==> src/design/gpe_event_pkg.sv <==
package gpe_event_pkg;

    // Register widths and source count
    localparam int unsigned REG_W = 8;
    localparam int unsigned NUM_SRC = 6;
    localparam int unsigned ADDR_W = 4;

    // Register offsets inside the event window
    localparam logic [3:0] OFS_GPE0_STS1 = 4'h0;
    localparam logic [3:0] OFS_GPE0_STS2 = 4'h1;
    localparam logic [3:0] OFS_GPE0_EN1 = 4'h2;
    localparam logic [3:0] OFS_GPE0_EN2 = 4'h3;
    localparam logic [3:0] OFS_GPE1_STS1 = 4'h4;
    localparam logic [3:0] OFS_GPE1_EN1 = 4'h6;
    localparam logic [3:0] OFS_GBL_CTRL = 4'h8;

    // Source positions in the status and enable registers
    localparam int unsigned SRC_SERIAL_B = 0;
    localparam int unsigned SRC_SERIAL_A = 1;
    localparam int unsigned SRC_FLOPPY = 2;
    localparam int unsigned SRC_PRINTER = 3;
    localparam int unsigned SRC_KEYBOARD = 4;
    localparam int unsigned SRC_POINTER = 5;

    // Single-bit field positions
    localparam int unsigned FW_FLAG_BIT = 0;
    localparam int unsigned FW_MASK_BIT = 0;
    localparam int unsigned GLOBAL_RELEASE_BIT_BIT = 2;

    // Reset values
    localparam logic [5:0] SRC_RST = 6'h00;
    localparam logic [7:0] REG_RST = 8'h00;
    localparam logic [7:0] ZERO_BYTE = 8'h00;

    // Register access request from the I/O decode
    typedef struct packed {
        logic [3:0] addr;
        logic wr;
        logic rd;
        logic [7:0] wdata;
    } io_req_t;

    // Interrupt requests of the six sources
    typedef struct packed {
        logic pointer;
        logic keyboard;
        logic printer;
        logic floppy;
        logic serial_a;
        logic serial_b;
    } src_irq_t;

endpackage

==> src/design/gpe_sci_smi_event_logic.sv <==
`timescale 1ns/1ns

// Notes on behaviour
// - Status bits 0 to 5 of the first event-0 status register are set by serial B, serial A, floppy, printer, keyboard and pointer requests in that order.
// - The first event-0 enable register holds one mask bit per source at bits 0 to 5 in the same order, with bits 6 and 7 reserved.
// - The SCI output is the OR over the six sources of each flag ANDed with its mask.
// - The second event-0 status and enable registers are reserved and always read as zero.
// - The event-0 enable register has six mask bits and the event-1 status register one flag bit; other bits read zero and both reset to zero.
// - The firmware flag at bit 0 of the event-1 status register sets whenever the global release bit becomes set, bits 1 to 7 reserved.
// - With the firmware mask set, setting the global release bit raises the SMI event.
// - Writing one to bit 0 of the event-1 status register clears both the firmware flag and the global release bit.
// - Writing zero to the firmware flag position leaves the firmware flag and global release bit unchanged.
// - Each source flag is cleared by writing one to it while its request is low, and writing zero has no effect.
// - While a source flag stays set, further requests from that source cause no new SCI event.
module gpe_sci_smi_event_logic #(
    // Source count and register width; the port structs fix both
    parameter int unsigned SRC_COUNT = gpe_event_pkg::NUM_SRC,
    parameter int unsigned DATA_W = gpe_event_pkg::REG_W
) (
    // Clock, reset, enable
    input wire logic sys_clk_i,
    input wire logic rst_i,
    input wire logic ce_i,
    // I/O register access
    input wire gpe_event_pkg::io_req_t io_req_i,
    output logic [7:0] io_rdata_o,
    // Peripheral interrupt requests, same clock
    input wire gpe_event_pkg::src_irq_t src_irq_i,
    // Event outputs, active high
    output logic sci_o,
    output logic smi_o
);
    import gpe_event_pkg::*;

    // The ports carry six requests and byte-wide data, so nothing else can be served
    if (SRC_COUNT != $bits(src_irq_t) || DATA_W != REG_W) begin : g_param_check
        $error("event logic supports only six sources and byte registers");
    end

    typedef struct packed {
        logic [5:0] event_flag;
        logic [5:0] event_mask;
        logic firmware_event_flag;
        logic firmware_event_mask;
        logic global_release_bit;
        logic sci;
        logic smi;
        logic [7:0] rdata;
    } state_t;

    state_t state_r;
    state_t state_nxt;

    ////////////////////////////////////////////////////////////////////////////
    // Decode helpers

    function automatic logic hit(input io_req_t req, input logic [3:0] ofs);
        hit = (req.addr == ofs);
    endfunction

    function automatic logic [7:0] pad_src(input logic [5:0] v);
        pad_src = {2'h0, v};
    endfunction

    // Places one flag at its field position, all other bits read zero
    function automatic logic [7:0] place_bit(input logic b, input int unsigned pos);
        place_bit = ZERO_BYTE;
        place_bit[pos] = b;
    endfunction

    logic [5:0] irq_vec;
    logic wr_sts0;
    logic wr_en0;
    logic wr_sts1;
    logic wr_en1;
    logic wr_ctrl;
    logic gbl_set;
    logic gbl_clr;
    logic [5:0] flag_clr;

    assign irq_vec[SRC_SERIAL_B] = src_irq_i.serial_b;
    assign irq_vec[SRC_SERIAL_A] = src_irq_i.serial_a;
    assign irq_vec[SRC_FLOPPY] = src_irq_i.floppy;
    assign irq_vec[SRC_PRINTER] = src_irq_i.printer;
    assign irq_vec[SRC_KEYBOARD] = src_irq_i.keyboard;
    assign irq_vec[SRC_POINTER] = src_irq_i.pointer;

    ////////////////////////////////////////////////////////////////////////////
    // Next state

    always_comb begin
        state_nxt = state_r;
        wr_sts0 = 1'b0;
        wr_en0 = 1'b0;
        wr_sts1 = 1'b0;
        wr_en1 = 1'b0;
        wr_ctrl = 1'b0;
        if (io_req_i.wr) begin
            if (hit(io_req_i, OFS_GPE0_STS1)) begin
                wr_sts0 = 1'b1;
            end else if (hit(io_req_i, OFS_GPE0_EN1)) begin
                wr_en0 = 1'b1;
            end else if (hit(io_req_i, OFS_GPE1_STS1)) begin
                wr_sts1 = 1'b1;
            end else if (hit(io_req_i, OFS_GPE1_EN1)) begin
                wr_en1 = 1'b1;
            end else if (hit(io_req_i, OFS_GBL_CTRL)) begin
                wr_ctrl = 1'b1;
            end
        end
        // Write one clears, zero is ignored; a live request wins over the clear
        flag_clr = wr_sts0 ? io_req_i.wdata[5:0] : SRC_RST;
        state_nxt.event_flag = (state_r.event_flag & ~flag_clr) | irq_vec;
        if (wr_en0) begin
            state_nxt.event_mask = io_req_i.wdata[5:0];
        end
        if (wr_en1) begin
            state_nxt.firmware_event_mask = io_req_i.wdata[FW_MASK_BIT];
        end
        gbl_set = wr_ctrl && io_req_i.wdata[GLOBAL_RELEASE_BIT_BIT] && !state_r.global_release_bit;
        gbl_clr = wr_sts1 && io_req_i.wdata[FW_FLAG_BIT];
        // Zero at the flag position touches neither bit
        if (gbl_set) begin
            state_nxt.global_release_bit = 1'b1;
        end else if (gbl_clr) begin
            state_nxt.global_release_bit = 1'b0;
        end
        if (gbl_set) begin
            state_nxt.firmware_event_flag = 1'b1;
        end else if (gbl_clr) begin
            state_nxt.firmware_event_flag = 1'b0;
        end
        // Outputs are taken from the next flags so they move with the flag itself
        state_nxt.sci = |(state_nxt.event_flag & state_nxt.event_mask);
        state_nxt.smi = state_nxt.firmware_event_flag & state_nxt.firmware_event_mask;
        state_nxt.rdata = ZERO_BYTE;
        if (io_req_i.rd) begin
            if (hit(io_req_i, OFS_GPE0_STS1)) begin
                state_nxt.rdata = pad_src(state_r.event_flag);
            end else if (hit(io_req_i, OFS_GPE0_STS2)) begin
                state_nxt.rdata = ZERO_BYTE;
            end else if (hit(io_req_i, OFS_GPE0_EN1)) begin
                state_nxt.rdata = pad_src(state_r.event_mask);
            end else if (hit(io_req_i, OFS_GPE0_EN2)) begin
                state_nxt.rdata = ZERO_BYTE;
            end else if (hit(io_req_i, OFS_GPE1_STS1)) begin
                state_nxt.rdata = place_bit(state_r.firmware_event_flag, FW_FLAG_BIT);
            end else if (hit(io_req_i, OFS_GPE1_EN1)) begin
                state_nxt.rdata = place_bit(state_r.firmware_event_mask, FW_MASK_BIT);
            end else if (hit(io_req_i, OFS_GBL_CTRL)) begin
                state_nxt.rdata = place_bit(state_r.global_release_bit, GLOBAL_RELEASE_BIT_BIT);
            end
        end
    end

    ////////////////////////////////////////////////////////////////////////////
    // State register

    always_ff @(posedge sys_clk_i or posedge rst_i) begin
        if (rst_i) begin
            state_r <= '0;
        end else if (ce_i) begin
            state_r <= state_nxt;
        end
    end

    assign io_rdata_o = state_r.rdata;
    assign sci_o = state_r.sci;
    assign smi_o = state_r.smi;

    // Every source sets its own flag a cycle after its request, and nothing else sets it
    for (genvar i = 0; i < SRC_COUNT; i++) begin : g_flag_chk

    end
endmodule // gpe_sci_smi_event_logic

==> config.mk <==
export PLATFORM = sky130hd
export DESIGN_NAME = gpe_sci_smi_event_logic
export DESIGN_NICKNAME = d
export VERILOG_FILES = /design/src/design/gpe_event_pkg.sv /design/src/design/gpe_sci_smi_event_logic.sv
export SDC_FILE = /design/constraint.sdc
export NUM_CORES = 1
export LEC_CHECK = 0
export BUFFER_PORTS_ARGS = -buffer_cell sky130_fd_sc_hd__clkbuf_2
export CORE_MARGIN = 3
export CORE_UTILIZATION = 40
export DETAILED_ROUTE_END_ITERATION = 6
export GPL_TIMING_DRIVEN = 0
export PLACE_DENSITY = 0.62
export SYNTH_ARGS = -nofsm -noshare
export SYNTH_HDL_FRONTEND = slang
export SYNTH_SLANG_ARGS = --single-unit
==> constraint.sdc <==
create_clock -name sys_clk_i -period 2.7 [get_ports sys_clk_i]
set_input_delay 0.135 -clock sys_clk_i [delete_from_list [all_inputs] [get_ports sys_clk_i]]
set_output_delay 0.135 -clock sys_clk_i [all_outputs]
set_load 0.02 [all_outputs]
== Word-level counts from Yosys, hierarchy flattened ==
Index checks and enable logic that the tools add are counted.

* Logic and storage cells: 62
* Output and inout bits: 10
* Bits of input ports: 23
* Flip-flop bits (word level): 25

* Bitwise operators: 5
* Eq/ne operators: 6
* Reduce and logical (&&, ||, !) cells: 8
* Multiplexer cells: 35

{| class="wikitable"
|+ Operator list
! cell !! number
|-
| 2-to-1 mux 6 bit || 6
|-
| 2-to-1 mux 1 bit || 25
|-
| AND 6 bit || 2
|-
| 2-to-1 mux 3 bit || 4
|-
| equality test 4 x 2 -> 1 bit (second input constant) || 2
|-
| equality test 4 x 3 -> 1 bit (second input constant) || 2
|-
| inverter 6 bit || 1
|-
| OR 6 bit || 1
|-
| OR reduction 6 bit || 1
|-
| equality test 4 x 1 -> 1 bit (second input constant) || 1
|-
| equality test 4 bit (second input constant) || 1
|-
| logical NOT 4 bit || 1
|-
| logical AND 1 bit || 3
|-
| AND reduction 2 bit || 1
|-
| nonzero test 2 bit || 1
|-
| AND 1 bit || 1
|-
| logical NOT 1 bit || 1
|}

== Depth between registers and ports, before layout ==
Gate-level depths: netlist of the first run.

* Depth in word-level cells: 11
* Mapped depth: 7

== Worst setup path before layout of the first run ==
Ideal clock, no wire load.

* Path kind: input-to-reg
* Start point: input port io_req_i[12] (netlist bit)
* End point: register state_r, in the netlist sci_o
* Cell stages on the path: 5
* Setup time: 0.126 ns
* Setup slack: 1.156 ns
* Path buffers: 0
* Data arrival time: 1.418 ns
* Cells stage by stage: or4b_4 -> or4_1 -> o211ai_1 -> o2111a_1 -> a31oi_1

* Cells in the longest elaborated chain, start to end: 9

{| class="wikitable"
|+ RTL lines
! what !! line !! RTL
|-
| start, declared || gpe_sci_smi_event_logic.sv:25 || <nowiki>input wire gpe_event_pkg::io_req_t io_req_i,</nowiki>
|-
| logical NOT 4 bit || gpe_sci_smi_event_logic.sv:58 || <nowiki>hit = (req.addr == ofs);</nowiki>
|-
| 2-to-1 mux 1 bit || gpe_sci_smi_event_logic.sv:99 || <nowiki>if (hit(io_req_i, OFS_GPE0_STS1)) begin</nowiki>
|-
| 2-to-1 mux 1 bit || gpe_sci_smi_event_logic.sv:98 || <nowiki>if (io_req_i.wr) begin</nowiki>
|-
| 2-to-1 mux 6 bit || gpe_sci_smi_event_logic.sv:112 || <nowiki>flag_clr = wr_sts0 ? io_req_i.wdata[5:0] : SRC_RST;</nowiki>
|-
| inverter 6 bit || gpe_sci_smi_event_logic.sv:113 || <nowiki>state_nxt.event_flag = (state_r.event_flag & ~flag_clr) | irq_vec;</nowiki>
|-
| AND 6 bit || gpe_sci_smi_event_logic.sv:113 ||
|-
| OR 6 bit || gpe_sci_smi_event_logic.sv:113 ||
|-
| AND 6 bit * || gpe_sci_smi_event_logic.sv:134 || <nowiki>state_nxt.sci = |(state_nxt.event_flag & state_nxt.event_mask);</nowiki>
|-
| OR reduction 6 bit * || gpe_sci_smi_event_logic.sv:134 ||
|-
| end signal, assigned || gpe_sci_smi_event_logic.sv:163 || <nowiki>state_r <= state_nxt;</nowiki>
|-
| end, declared || gpe_sci_smi_event_logic.sv:51 || <nowiki>state_t state_r;</nowiki>
|}

Every way passes the cells marked *; elsewhere a longest branch is shown, timed or not.
A chain may end at the register's enable or synchronous reset.

== Worst setup path in the final report of the first run ==
* Start point: input port io_req_i[11] (netlist bit)
* End point: register state_r[17] (netlist bit)

* Cells in the longest elaborated chain, start to end: 5

{| class="wikitable"
|+ RTL lines
! what !! line !! RTL
|-
| equality test 4 x 2 -> 1 bit || gpe_sci_smi_event_logic.sv:58 ||
|-
| 2-to-1 mux 1 bit || gpe_sci_smi_event_logic.sv:101 || <nowiki>end else if (hit(io_req_i, OFS_GPE0_EN1)) begin</nowiki>
|-
| 2-to-1 mux 1 bit * || gpe_sci_smi_event_logic.sv:99 ||
|-
| 2-to-1 mux 1 bit * || gpe_sci_smi_event_logic.sv:98 ||
|-
| 2-to-1 mux 6 bit * || gpe_sci_smi_event_logic.sv:114 || <nowiki>if (wr_en0) begin</nowiki>
|}

Marked as above.

==> out/qor.txt, run 1 <==
vias in the first global route -> 1150
fin crit share -> 0.588
Root Buffer -> clkbuf_4
via count -> 1148
CP delay by family, top -> buffers and inverters
cells after synthesis -> 131
setup_tns -> 0 ns
Synth-to-Final Area Change -> 16.9%
dpl hpwl -> 2320 um
CP Capture Type -> flop
post-cts resize count -> 0
ys flop type -> dfrtp_1
#FFs+latches synth -> 23
gr busiest metal -> met2
GR Layer Usage met3 -> 0.0303
CTS tree -> built
worst skew pair latency -> 0.31 ns
crit path time final -> 1.59 ns
violated checks -> negative hold slack
Final Hold Vio Count -> 23
Die Wd -> 63.1 um
Power Total -> 0.737 mW
syn avg cell area -> 9.97 um^2
crit path cell chain -> clkbuf_1, clkbuf_1, nand3_1, mux2_2
register area share after synthesis -> 0.441
PortBufs -> 27
largest net degree at the start of global routing -> 24
Post-synth ARST share -> 1.00
proportion of layout cells with a drive suffix above 1 -> 0.294
number of H-tree levels -> 1
CP dominant cell by count -> clkbuf_1
Detail Route Antenna Nets -> 0
kind of launch point of the worst setup path -> primary input
I/O pins -> 33
M2 GR Usage -> 0.270
# Post-CTS Setup Buffers -> 0
Starting Density -> 0.424
DR DRC count -> 0
Hold WS -> -0.0282 ns
met1 GRT Util -> 0.231
first-pass GRT wire length -> 5410 um
Pwr per Cell Area -> 483 nW/um^2
diode count -> 0
gr usage total -> 0.171
initial antenna violation count -> 0
Leakage -> 0.717 nW
Fmax -> 630 MHz
total grt overflow -> 0
Final Util -> 0.496
peak supply drop -> 199 uV
most common cell after layout, fill and taps aside -> clkbuf_2
Cell Rows -> 20
Initial DRT Pass Iterations -> 4
Post-Layout Cell Count -> 207
Post-Syn Area -> 1310 um^2
critical path type -> in -> reg
Slew HR -> 0.406
clk sinks -> 23
die area -> 3990 um^2
core area -> 3080 um^2
placed cell count -> 203
final slew viol count -> 0
Worst path slowest cell -> clkbuf_1
number of flops mapped to enable cells by yosys -> 0
Max Root-Sink Buffers -> 2
Avg WL per Cell -> 14.9 um
Final setup viols -> 0
Clock Skew -> 0.00338 ns
post-synthesis cell type count -> 35
hold buffer count at CTS -> 0
Initial DRC Count -> 46
WP data required -> 2.91 ns
min setup slack post-route -> 1.11 ns
most frequent cells in the layout -> clkbuf_2 (27), dfrtp_1 (23), nand2_1 (13)
synth warn -> 0
WP data arrival -> 1.79 ns
final-stage net count -> 187
max incr delay on CP -> 0.54 ns
worst-path fanout max -> 10
Vias/cell -> 5.55
CTS buffer count -> 3
status -> finished with violations
Worst Tran Pin Value -> 0.890 ns
WP buf/inv -> 2
Placer Congestion -> 0.819
clk slew on worst S/H paths -> 0.13 ns
Die Y -> 63.1 um
Max Cap Viol -> 0
final wirelength -> 3080 um
dpl ws -> 0.732 ns
RSZ-0062 raised after global routing -> no
HP Class -> in -> async
[cells by family (layout without fill, tap and decap cells)]
| group | count (synthesis) | in the layout | share of synthesized area |
|---|---|---|---|
| buf+inv | 19 | 50 | 0.0785 |
| compound gates | 35 | 35 | 0.191 |
| flops | 23 | 23 | 0.441 |
| mux | 13 | 13 | 0.114 |
| simple gates | 40 | 40 | 0.173 |
| other cells | 1 | 2 | 0.00287 |
[flip-flops by register name, indices dropped and copies added, names as in the netlist]
| register | cells |
|---|---|
| state_r | 15 |
| smi_o | 1 |
| io_rdata_o | 6 |
| sci_o | 1 |
[cell usage after synthesis, types with 2 or more instances]
cell / count / share of area
o211ai_1: 2 / 0.011
nor2_1: 6 / 0.017
nand4_1: 4 / 0.019
a31oi_1: 3 / 0.014
mux2i_1: 7 / 0.054
or4_1: 2 / 0.011
inv_1: 5 / 0.014
mux2_2: 5 / 0.043
nand3b_1: 3 / 0.017
o2bb2ai_1: 5 / 0.034
o21ai_0: 5 / 0.019
buf_4: 8 / 0.046
nand2_1: 13 / 0.037
clkbuf_1: 5 / 0.014
nor2b_1: 2 / 0.0096
dfrtp_1: 23 / 0.44
o22ai_1: 3 / 0.014
a21oi_1: 6 / 0.023
nand3_1: 2 / 0.0077
a22o_1: 6 / 0.040
or3_1: 2 / 0.0096
[power breakdown]
group          internal, mW  switching (mW)  total, mW  leakage, nW
combinational        0.0780          0.0881      0.166        0.426
sequential            0.381          0.0294      0.410        0.276
clock                0.0577           0.103      0.161       0.0150
[final cells by class]
type	count	area, um^2
fill	318	1550
multi-input combinational	90	632
sequential	23	576
timing repair buffer	27	135
buffer	14	83.8
tap	44	55.1
clock buffer	4	26.3
inverter	5	18.8
[worst reg2reg max path: stages, from the launching register on]
cell and delay (ns):
dfrtp_1 0.42, mux4_2 0.46, nand4_1 0.11, o21ai_0 0.09
[per-layer routing]
metal	up-vias	wire length [um]	share of wire
met3	4	232	0.075
met4	0	34	0.011
met5	-	0	0
met1	558	1310	0.43
li1	546	-	-
met2	40	1500	0.49
[path summary, 6_finish.rpt]
kind,from,to,slack (ns),cells after the start
min,rst_i,io_rdata_o[3],-0.03,2
min reg2reg,io_rdata_o[5],io_rdata_o[5],0.51,1
max,io_req_i[11],state_r[17],1.11,4
min in group sys_clk_i,src_irq_i[5],state_r[24],0.07,2
max reg2reg,state_r[12],io_rdata_o[0],1.49,3
max in group asynchronous,rst_i,state_r[24],2.19,2
[through the flow]
stage          area (um^2)  hold WS [ns]
2_1_floorplan         1310         0.137
3_3_place_gp          1500         0.345
3_5_place_dp          1500         0.354
4_1_cts               1530       0.00498
5_1_grt               1530        0.0251
6_report              1530       -0.0282
No activity file was read; power rests on OpenSTA's default activity.
==> run 2: changes to the inputs <==
==> constraint.sdc (replaced) <==
create_clock -name sys_clk_i -period 1.55 [get_ports sys_clk_i]
set_input_delay 0.0775 -clock sys_clk_i [delete_from_list [all_inputs] [get_ports sys_clk_i]]
set_output_delay 0.0775 -clock sys_clk_i [all_outputs]
set_load 0.02 [all_outputs]
==> run 2 against run 1 <==
The run now ends clean. Clock power increased by 73%. Clock skew about the same. Hold slack improved by 0.052 ns. Combinational power increased by 78%. Flip-flop and latch count unchanged. Critical path depth increased by 2. Register-to-register slack got worse by 1.2 ns. Global-route usage unchanged. Non-clock buffer count increased by 3. Highest routed layer unchanged. Sequential power increased by 74%.
==> out/qor.txt, run 2 (synthesis gave the netlist of run 1 again) <==
status -> completed (was finished with violations)
clk sinks -> 23 (unchanged)
Max Cap Viol -> 0 (unchanged)
WP data required -> 1.75 ns (was 2.91 ns)
worst-path fanout max -> 6 (was 10)
placed cell area -> 1500 um^2 (unchanged)
Pwr per Cell Area -> 824 nW/um^2 (was 483 nW/um^2)
r2r startpoint -> state_r[12] (unchanged)
crit path time final -> 1.41 ns
Synth-to-Final Area Change -> 19.6% (was 16.9%)
core area -> 3080 um^2 (unchanged)
Detail Route Antenna Nets -> 0 (unchanged)
WP data arrival -> 1.61 ns (was 1.79 ns)
total grt overflow -> 0 (unchanged)
number of H-tree levels -> 1 (unchanged)
Die Y -> 63.1 um (unchanged)
Placer Congestion -> 0.819 (unchanged)
placed cell count -> 203 (unchanged)
Root Buffer -> clkbuf_4 (unchanged)
first-pass GRT wire length -> 5410 um (unchanged)
Avg WL per Cell -> 14.7 um (was 14.9 um)
gr usage total -> 0.171 (unchanged)
Cell Rows -> 20 (unchanged)
Final setup viols -> 0 (unchanged)
I/O pins -> 33 (unchanged)
worst skew pair latency -> 0.31 ns (about the same)
HP Class -> in -> reg (was in -> async)
dpl hpwl -> 2320 um (unchanged)
via count -> 1155 (was 1148)
hold_sp -> src_irq_i[3]
most frequent cells in the layout -> clkbuf_2 (28), dfrtp_1 (23), nand2_1 (13) (was clkbuf_2 (27), dfrtp_1 (23), nand2_1 (13))
Slew HR -> 0.399 (was 0.406)
Final Hold Vio Count -> 0 (was 23)
Clock Skew -> 0.00335 ns (was 0.00338 ns)
Leakage -> 0.734 nW (was 0.717 nW)
Max Root-Sink Buffers -> 2 (unchanged)
# Post-CTS Setup Buffers -> 0 (unchanged)
most common cell after layout, fill and taps aside -> clkbuf_2 (unchanged)
kind of launch point of the worst setup path -> primary input (unchanged)
final wirelength -> 3090 um (was 3080 um)
Vias/cell -> 5.50 (was 5.55)
Worst Hold Endpoint -> state_r[22]
fin crit share -> 0.912
die area -> 3990 um^2 (unchanged)
Fmax -> 708 MHz
Post-Layout Cell Count -> 210 (was 207)
Die Wd -> 63.1 um (unchanged)
final slew viol count -> 0 (unchanged)
Worst Tran Pin Value -> 0.901 ns (was 0.890 ns)
Starting Density -> 0.424 (unchanged)
Initial DRC Count -> 47 (was 46)
CTS buffer count -> 3 (unchanged)
R2R depth -> 3 (unchanged)
CP Capture Type -> flop (unchanged)
critical path type -> in -> reg (unchanged)
clk slew on worst S/H paths -> 0.12 ns (was 0.13 ns)
Initial DRT Pass Iterations -> 6 (was 4)
largest net degree at the start of global routing -> 24 (unchanged)
vias in the first global route -> 1148 (was 1150)
proportion of layout cells with a drive suffix above 1 -> 0.301 (was 0.294)
setup slack, reg-to-reg -> 0.34 ns (was 1.49 ns)
DR DRC count -> 0 (unchanged)
Largest register FFs -> 15 (unchanged)
PortBufs -> 27 (unchanged)
setup_tns -> 0 ns (unchanged)
hold depth -> 2
RSZ-0062 raised after global routing -> no (unchanged)
CTS tree -> built (unchanged)
final instance area -> 1560 um^2 (was 1530 um^2)
diode count -> 0 (unchanged)
peak supply drop -> 348 uV (was 199 uV)
Top reg by flops -> state_r (unchanged)
initial antenna violation count -> 0 (unchanged)
final-stage net count -> 190 (was 187)
reg-to-reg critical path endpoint -> io_rdata_o[0] (unchanged)
[run 2: through the flow]
stage                     hold WS (ns)  worst slack (ns)  total power [mW]   util
after floorplan                 0.0794            0.0637             0.911      -
after global placement           0.287            -0.343              1.01  0.487
after detailed placement         0.296            -0.360              1.01  0.487
after CTS                       0.0162            0.0307              1.29  0.501
after global routing            0.0122            0.0919              1.39  0.508
final                           0.0240             0.137              1.29  0.508
[run 2: layout make-up]
type	instances	area (um^2)
sequential	23	576
buffer	14	85.1
tap	44	55.1
timing repair buffer	30	165
clock buffer	4	26.3
inverter	5	18.8
fill	312	1520
multi-input combinational	90	637
[run 2: what timing repair did]
item	in CTS	in global routing
pin swaps	0	0
endpoints found under the setup margin	6	5
endpoints found under the hold margin	23	2
resized for setup	1	2
hold buffers	1	2
[run 2: worst max-delay path: stages]
cell and delay, ns:
clkbuf_2 0.13, or4b_4 0.58, or4_1 0.41, o211ai_1 0.11, o2111a_1 0.21, a31oi_1 0.09
[run 2: layer usage]
layer,up-vias,track usage,share of wire
met1,563,0.231,0.45
met3,4,0.0303,0.057
met5,-,0,0
met4,0,0.0716,0.011
met2,36,0.270,0.48
li1,552,-,-
[run 2: report_power, final]
part           leakage, nW  switching [mW]  total [mW]  internal [mW]
sequential           0.276          0.0509       0.714          0.663
combinational        0.443           0.154       0.295          0.141
clock               0.0150           0.178       0.279          0.100
total                0.734           0.383        1.29          0.905
[run 2: worst max path at each step]
stage	start	endpoint	slack (ns)	cells after the start
finish	io_req_i[12]	sci_o	0.14	6
global route	io_req_i[12]	sci_o	0.09	6
CTS	io_req_i[11]	state_r[17]	0.03	4
detailed placement	io_req_i[12]	state_r[23]	-0.36	5
global placement	io_req_i[12]	state_r[19]	-0.34	5
floorplan	io_req_i[12]	sci_o	0.06	5
==> run 3: changes to the inputs <==
--- a/config.mk
+++ b/config.mk
@@ -7,10 +7,10 @@
 export LEC_CHECK = 0
 export BUFFER_PORTS_ARGS = -buffer_cell sky130_fd_sc_hd__clkbuf_2
 export CORE_MARGIN = 3
-export CORE_UTILIZATION = 40
+export CORE_UTILIZATION = 52
 export DETAILED_ROUTE_END_ITERATION = 6
 export GPL_TIMING_DRIVEN = 0
-export PLACE_DENSITY = 0.62
+export PLACE_DENSITY = 0.77
 export SYNTH_ARGS = -nofsm -noshare
 export SYNTH_HDL_FRONTEND = slang
 export SYNTH_SLANG_ARGS = --single-unit
==> run 3 against run 2 <==
Total power up 0.49%. Wire length is essentially flat. Core utilization increased by 16 points. Worst setup slack lost 0.035 ns. Clock-buffer cell count unchanged. Critical endpoint unchanged. Highest routed layer unchanged.
==> out/qor.txt, run 3 (synthesis gave the netlist of run 1 again) <==
min setup slack post-route -> 0.102 ns (was 0.137 ns)
CTS tree -> built (unchanged)
proportion of layout cells with a drive suffix above 1 -> 0.303 (was 0.301)
number of H-tree levels -> 1 (unchanged)
Cell Rows -> 17 (was 20)
placed cell area -> 1480 um^2 (was 1500 um^2)
Final Hold Vio Count -> 0 (unchanged)
worst skew pair latency -> 0.31 ns (about the same)
status -> completed (unchanged)
Largest register FFs -> 15 (unchanged)
WP data required -> 1.76 ns (was 1.75 ns)
Clock Skew -> 0.00405 ns (was 0.00335 ns)
filler cell count -> 188 (was 312)
Max Cap Viol -> 0 (unchanged)
Pwr per Cell Area -> 844 nW/um^2 (was 824 nW/um^2)
Initial DRT Pass Iterations -> 4 (was 6)
Placer Congestion -> 0.866 (was 0.819)
Root Buffer -> clkbuf_4 (unchanged)
Routed met3 length -> 213 um (was 177 um)
Initial DRC Count -> 22 (was 47)
Vias/cell -> 6.01 (was 5.50)
final slew viol count -> 0 (unchanged)
HP Class -> in -> reg (unchanged)
Final setup viols -> 0 (unchanged)
clk slew on worst S/H paths -> 0.13 ns (was 0.12 ns)
clk sinks -> 23 (unchanged)
Multi-input gate area -> 637 um^2 (unchanged)
Avg WL per Cell -> 16.0 um (was 14.7 um)
Fmax -> 691 MHz (was 708 MHz)
final instance area -> 1530 um^2 (was 1560 um^2)
worst-path fanout max -> 6 (unchanged)
WL met1 -> 1300 um (was 1390 um)
RSZ-0062 raised after global routing -> no (unchanged)
DR DRC count -> 0 (unchanged)
via count -> 1159 (was 1155)
WP buf/inv -> 1 (unchanged)
Starting Density -> 0.569 (was 0.424)
setup_tns -> 0 ns (unchanged)
first-pass GRT wire length -> 5220 um (was 5410 um)
most frequent cells in the layout -> clkbuf_2 (28), dfrtp_1 (23), nand2_1 (13) (unchanged)
most common cell after layout, fill and taps aside -> clkbuf_2 (unchanged)
Slew HR -> 0.428 (was 0.399)
Die Wd -> 56.1 um (was 63.1 um)
Hold WS -> 0.0158 ns (was 0.0240 ns)
CP delay by family, top -> simple AND/OR/NAND/NOR gates (unchanged)
max incr delay on CP -> 0.59 ns (was 0.58 ns)
kind of launch point of the worst setup path -> primary input (unchanged)
DR top layer -> met4 (unchanged)
# Post-CTS Setup Buffers -> 0 (unchanged)
initial antenna violation count -> 0 (unchanged)
dpl hpwl -> 2310 um (was 2320 um)
peak supply drop -> 748 uV (was 348 uV)
Worst path slowest cell -> or4b_4 (unchanged)
vias in the first global route -> 1147 (was 1148)
gr usage total -> 0.211 (was 0.171)
diode count -> 0 (unchanged)
total grt overflow -> 0 (unchanged)
largest net degree at the start of global routing -> 24 (unchanged)
crit path cell chain -> clkbuf_2, or4b_4, or4_1, o211ai_1, o2111a_1, a31oi_1 (unchanged)
Synth-to-Final Area Change -> 17.3% (was 19.6%)
Worst Tran Pin Value -> 0.857 ns (was 0.901 ns)
Detail Route Antenna Nets -> 0 (unchanged)
WP data arrival -> 1.65 ns (was 1.61 ns)
final-stage net count -> 189 (was 190)
Leakage -> 0.730 nW (was 0.734 nW)
Die Y -> 56.1 um (was 63.1 um)
final wirelength -> 3090 um (about the same)
I/O pins -> 33 (unchanged)
core area -> 2300 um^2 (was 3080 um^2)
CTS buffer count -> 3 (unchanged)
crit path time final -> 1.45 ns (was 1.41 ns)
CP Capture Type -> flop (unchanged)
routed wl met2 -> 1530 um (was 1480 um)
Max Root-Sink Buffers -> 2 (unchanged)
Top reg by flops -> state_r (unchanged)
die area -> 3150 um^2 (was 3990 um^2)
dpl ws -> -0.331 ns (was -0.360 ns)
fin crit share -> 0.934 (was 0.912)
critical path type -> in -> reg (unchanged)
Sequential Area -> 576 um^2 (unchanged)
PortBufs -> 27 (unchanged)
run 3: cell count changes in the layout (fill, tap and decap cells not counted), sizes merged:
cell         delta
dlygate4sd3     -1
run 3: where the power goes:
group	switching [mW]	total, mW	leakage [nW]	internal, mW
logic	0.157	0.297	0.439	0.140
clock network	0.182	0.283	0.0150	0.101
registers	0.0509	0.714	0.276	0.663
run 3: path summary, 6_finish.rpt:
path / slack (ns) / end / startpoint / depth (start not counted)
setup / recovery: 0.10 / sci_o / io_req_i[12] / 6
hold / removal: 0.02 / state_r[19] / src_irq_i[0] / 2
setup reg to reg: 0.35 / sci_o / state_r[16] / 5
hold reg to reg: 0.50 / io_rdata_o[1] / io_rdata_o[1] / 1
max in group asynchronous: 0.58 / state_r[20] / rst_i / 3
min in group asynchronous: 0.45 / io_rdata_o[0] / rst_i / 3
run 3: worst reg2reg max path: stages, from the launching register on:
cell and delay [ns]:
dfrtp_1 0.43, o22ai_1 0.18, a31oi_1 0.06, o211ai_1 0.13, o2111a_1 0.21, a31oi_1 0.08
run 3: timing repair:
action / in CTS / in global routing
endpoints found under the hold margin: 24 / 0
hold buffers: 2 / 0
resized for setup: 0 / 3
setup endpoints to repair: 0 / 8
run 3: layer usage:
layer,global-route usage,vias to the layer above
li1,-,548
met1,0.256,560
met2,0.367,43
met3,0.0557,8
met4,0.0576,0
met5,0,-
run 3: area by class of cell:
| class | instances | share of cell area |
|---|---|---|
| multi-input combinational | 90 | 0.416 |
| sequential | 23 | 0.376 |
| timing repair buffer | 29 | 0.101 |
| buffer | 14 | 0.0555 |
| tap | 28 | 0.0229 |
| clock buffer | 4 | 0.0171 |
| inverter | 5 | 0.0122 |
run 3: metrics by stage:
step                      std cells  total power, mW   util
final                           193             1.29  0.667
after global routing            193             1.38  0.667
after CTS                       193             1.30  0.664
after detailed placement        187             1.02  0.644
after global placement          187             1.00  0.644
after floorplan                 132            0.911      -
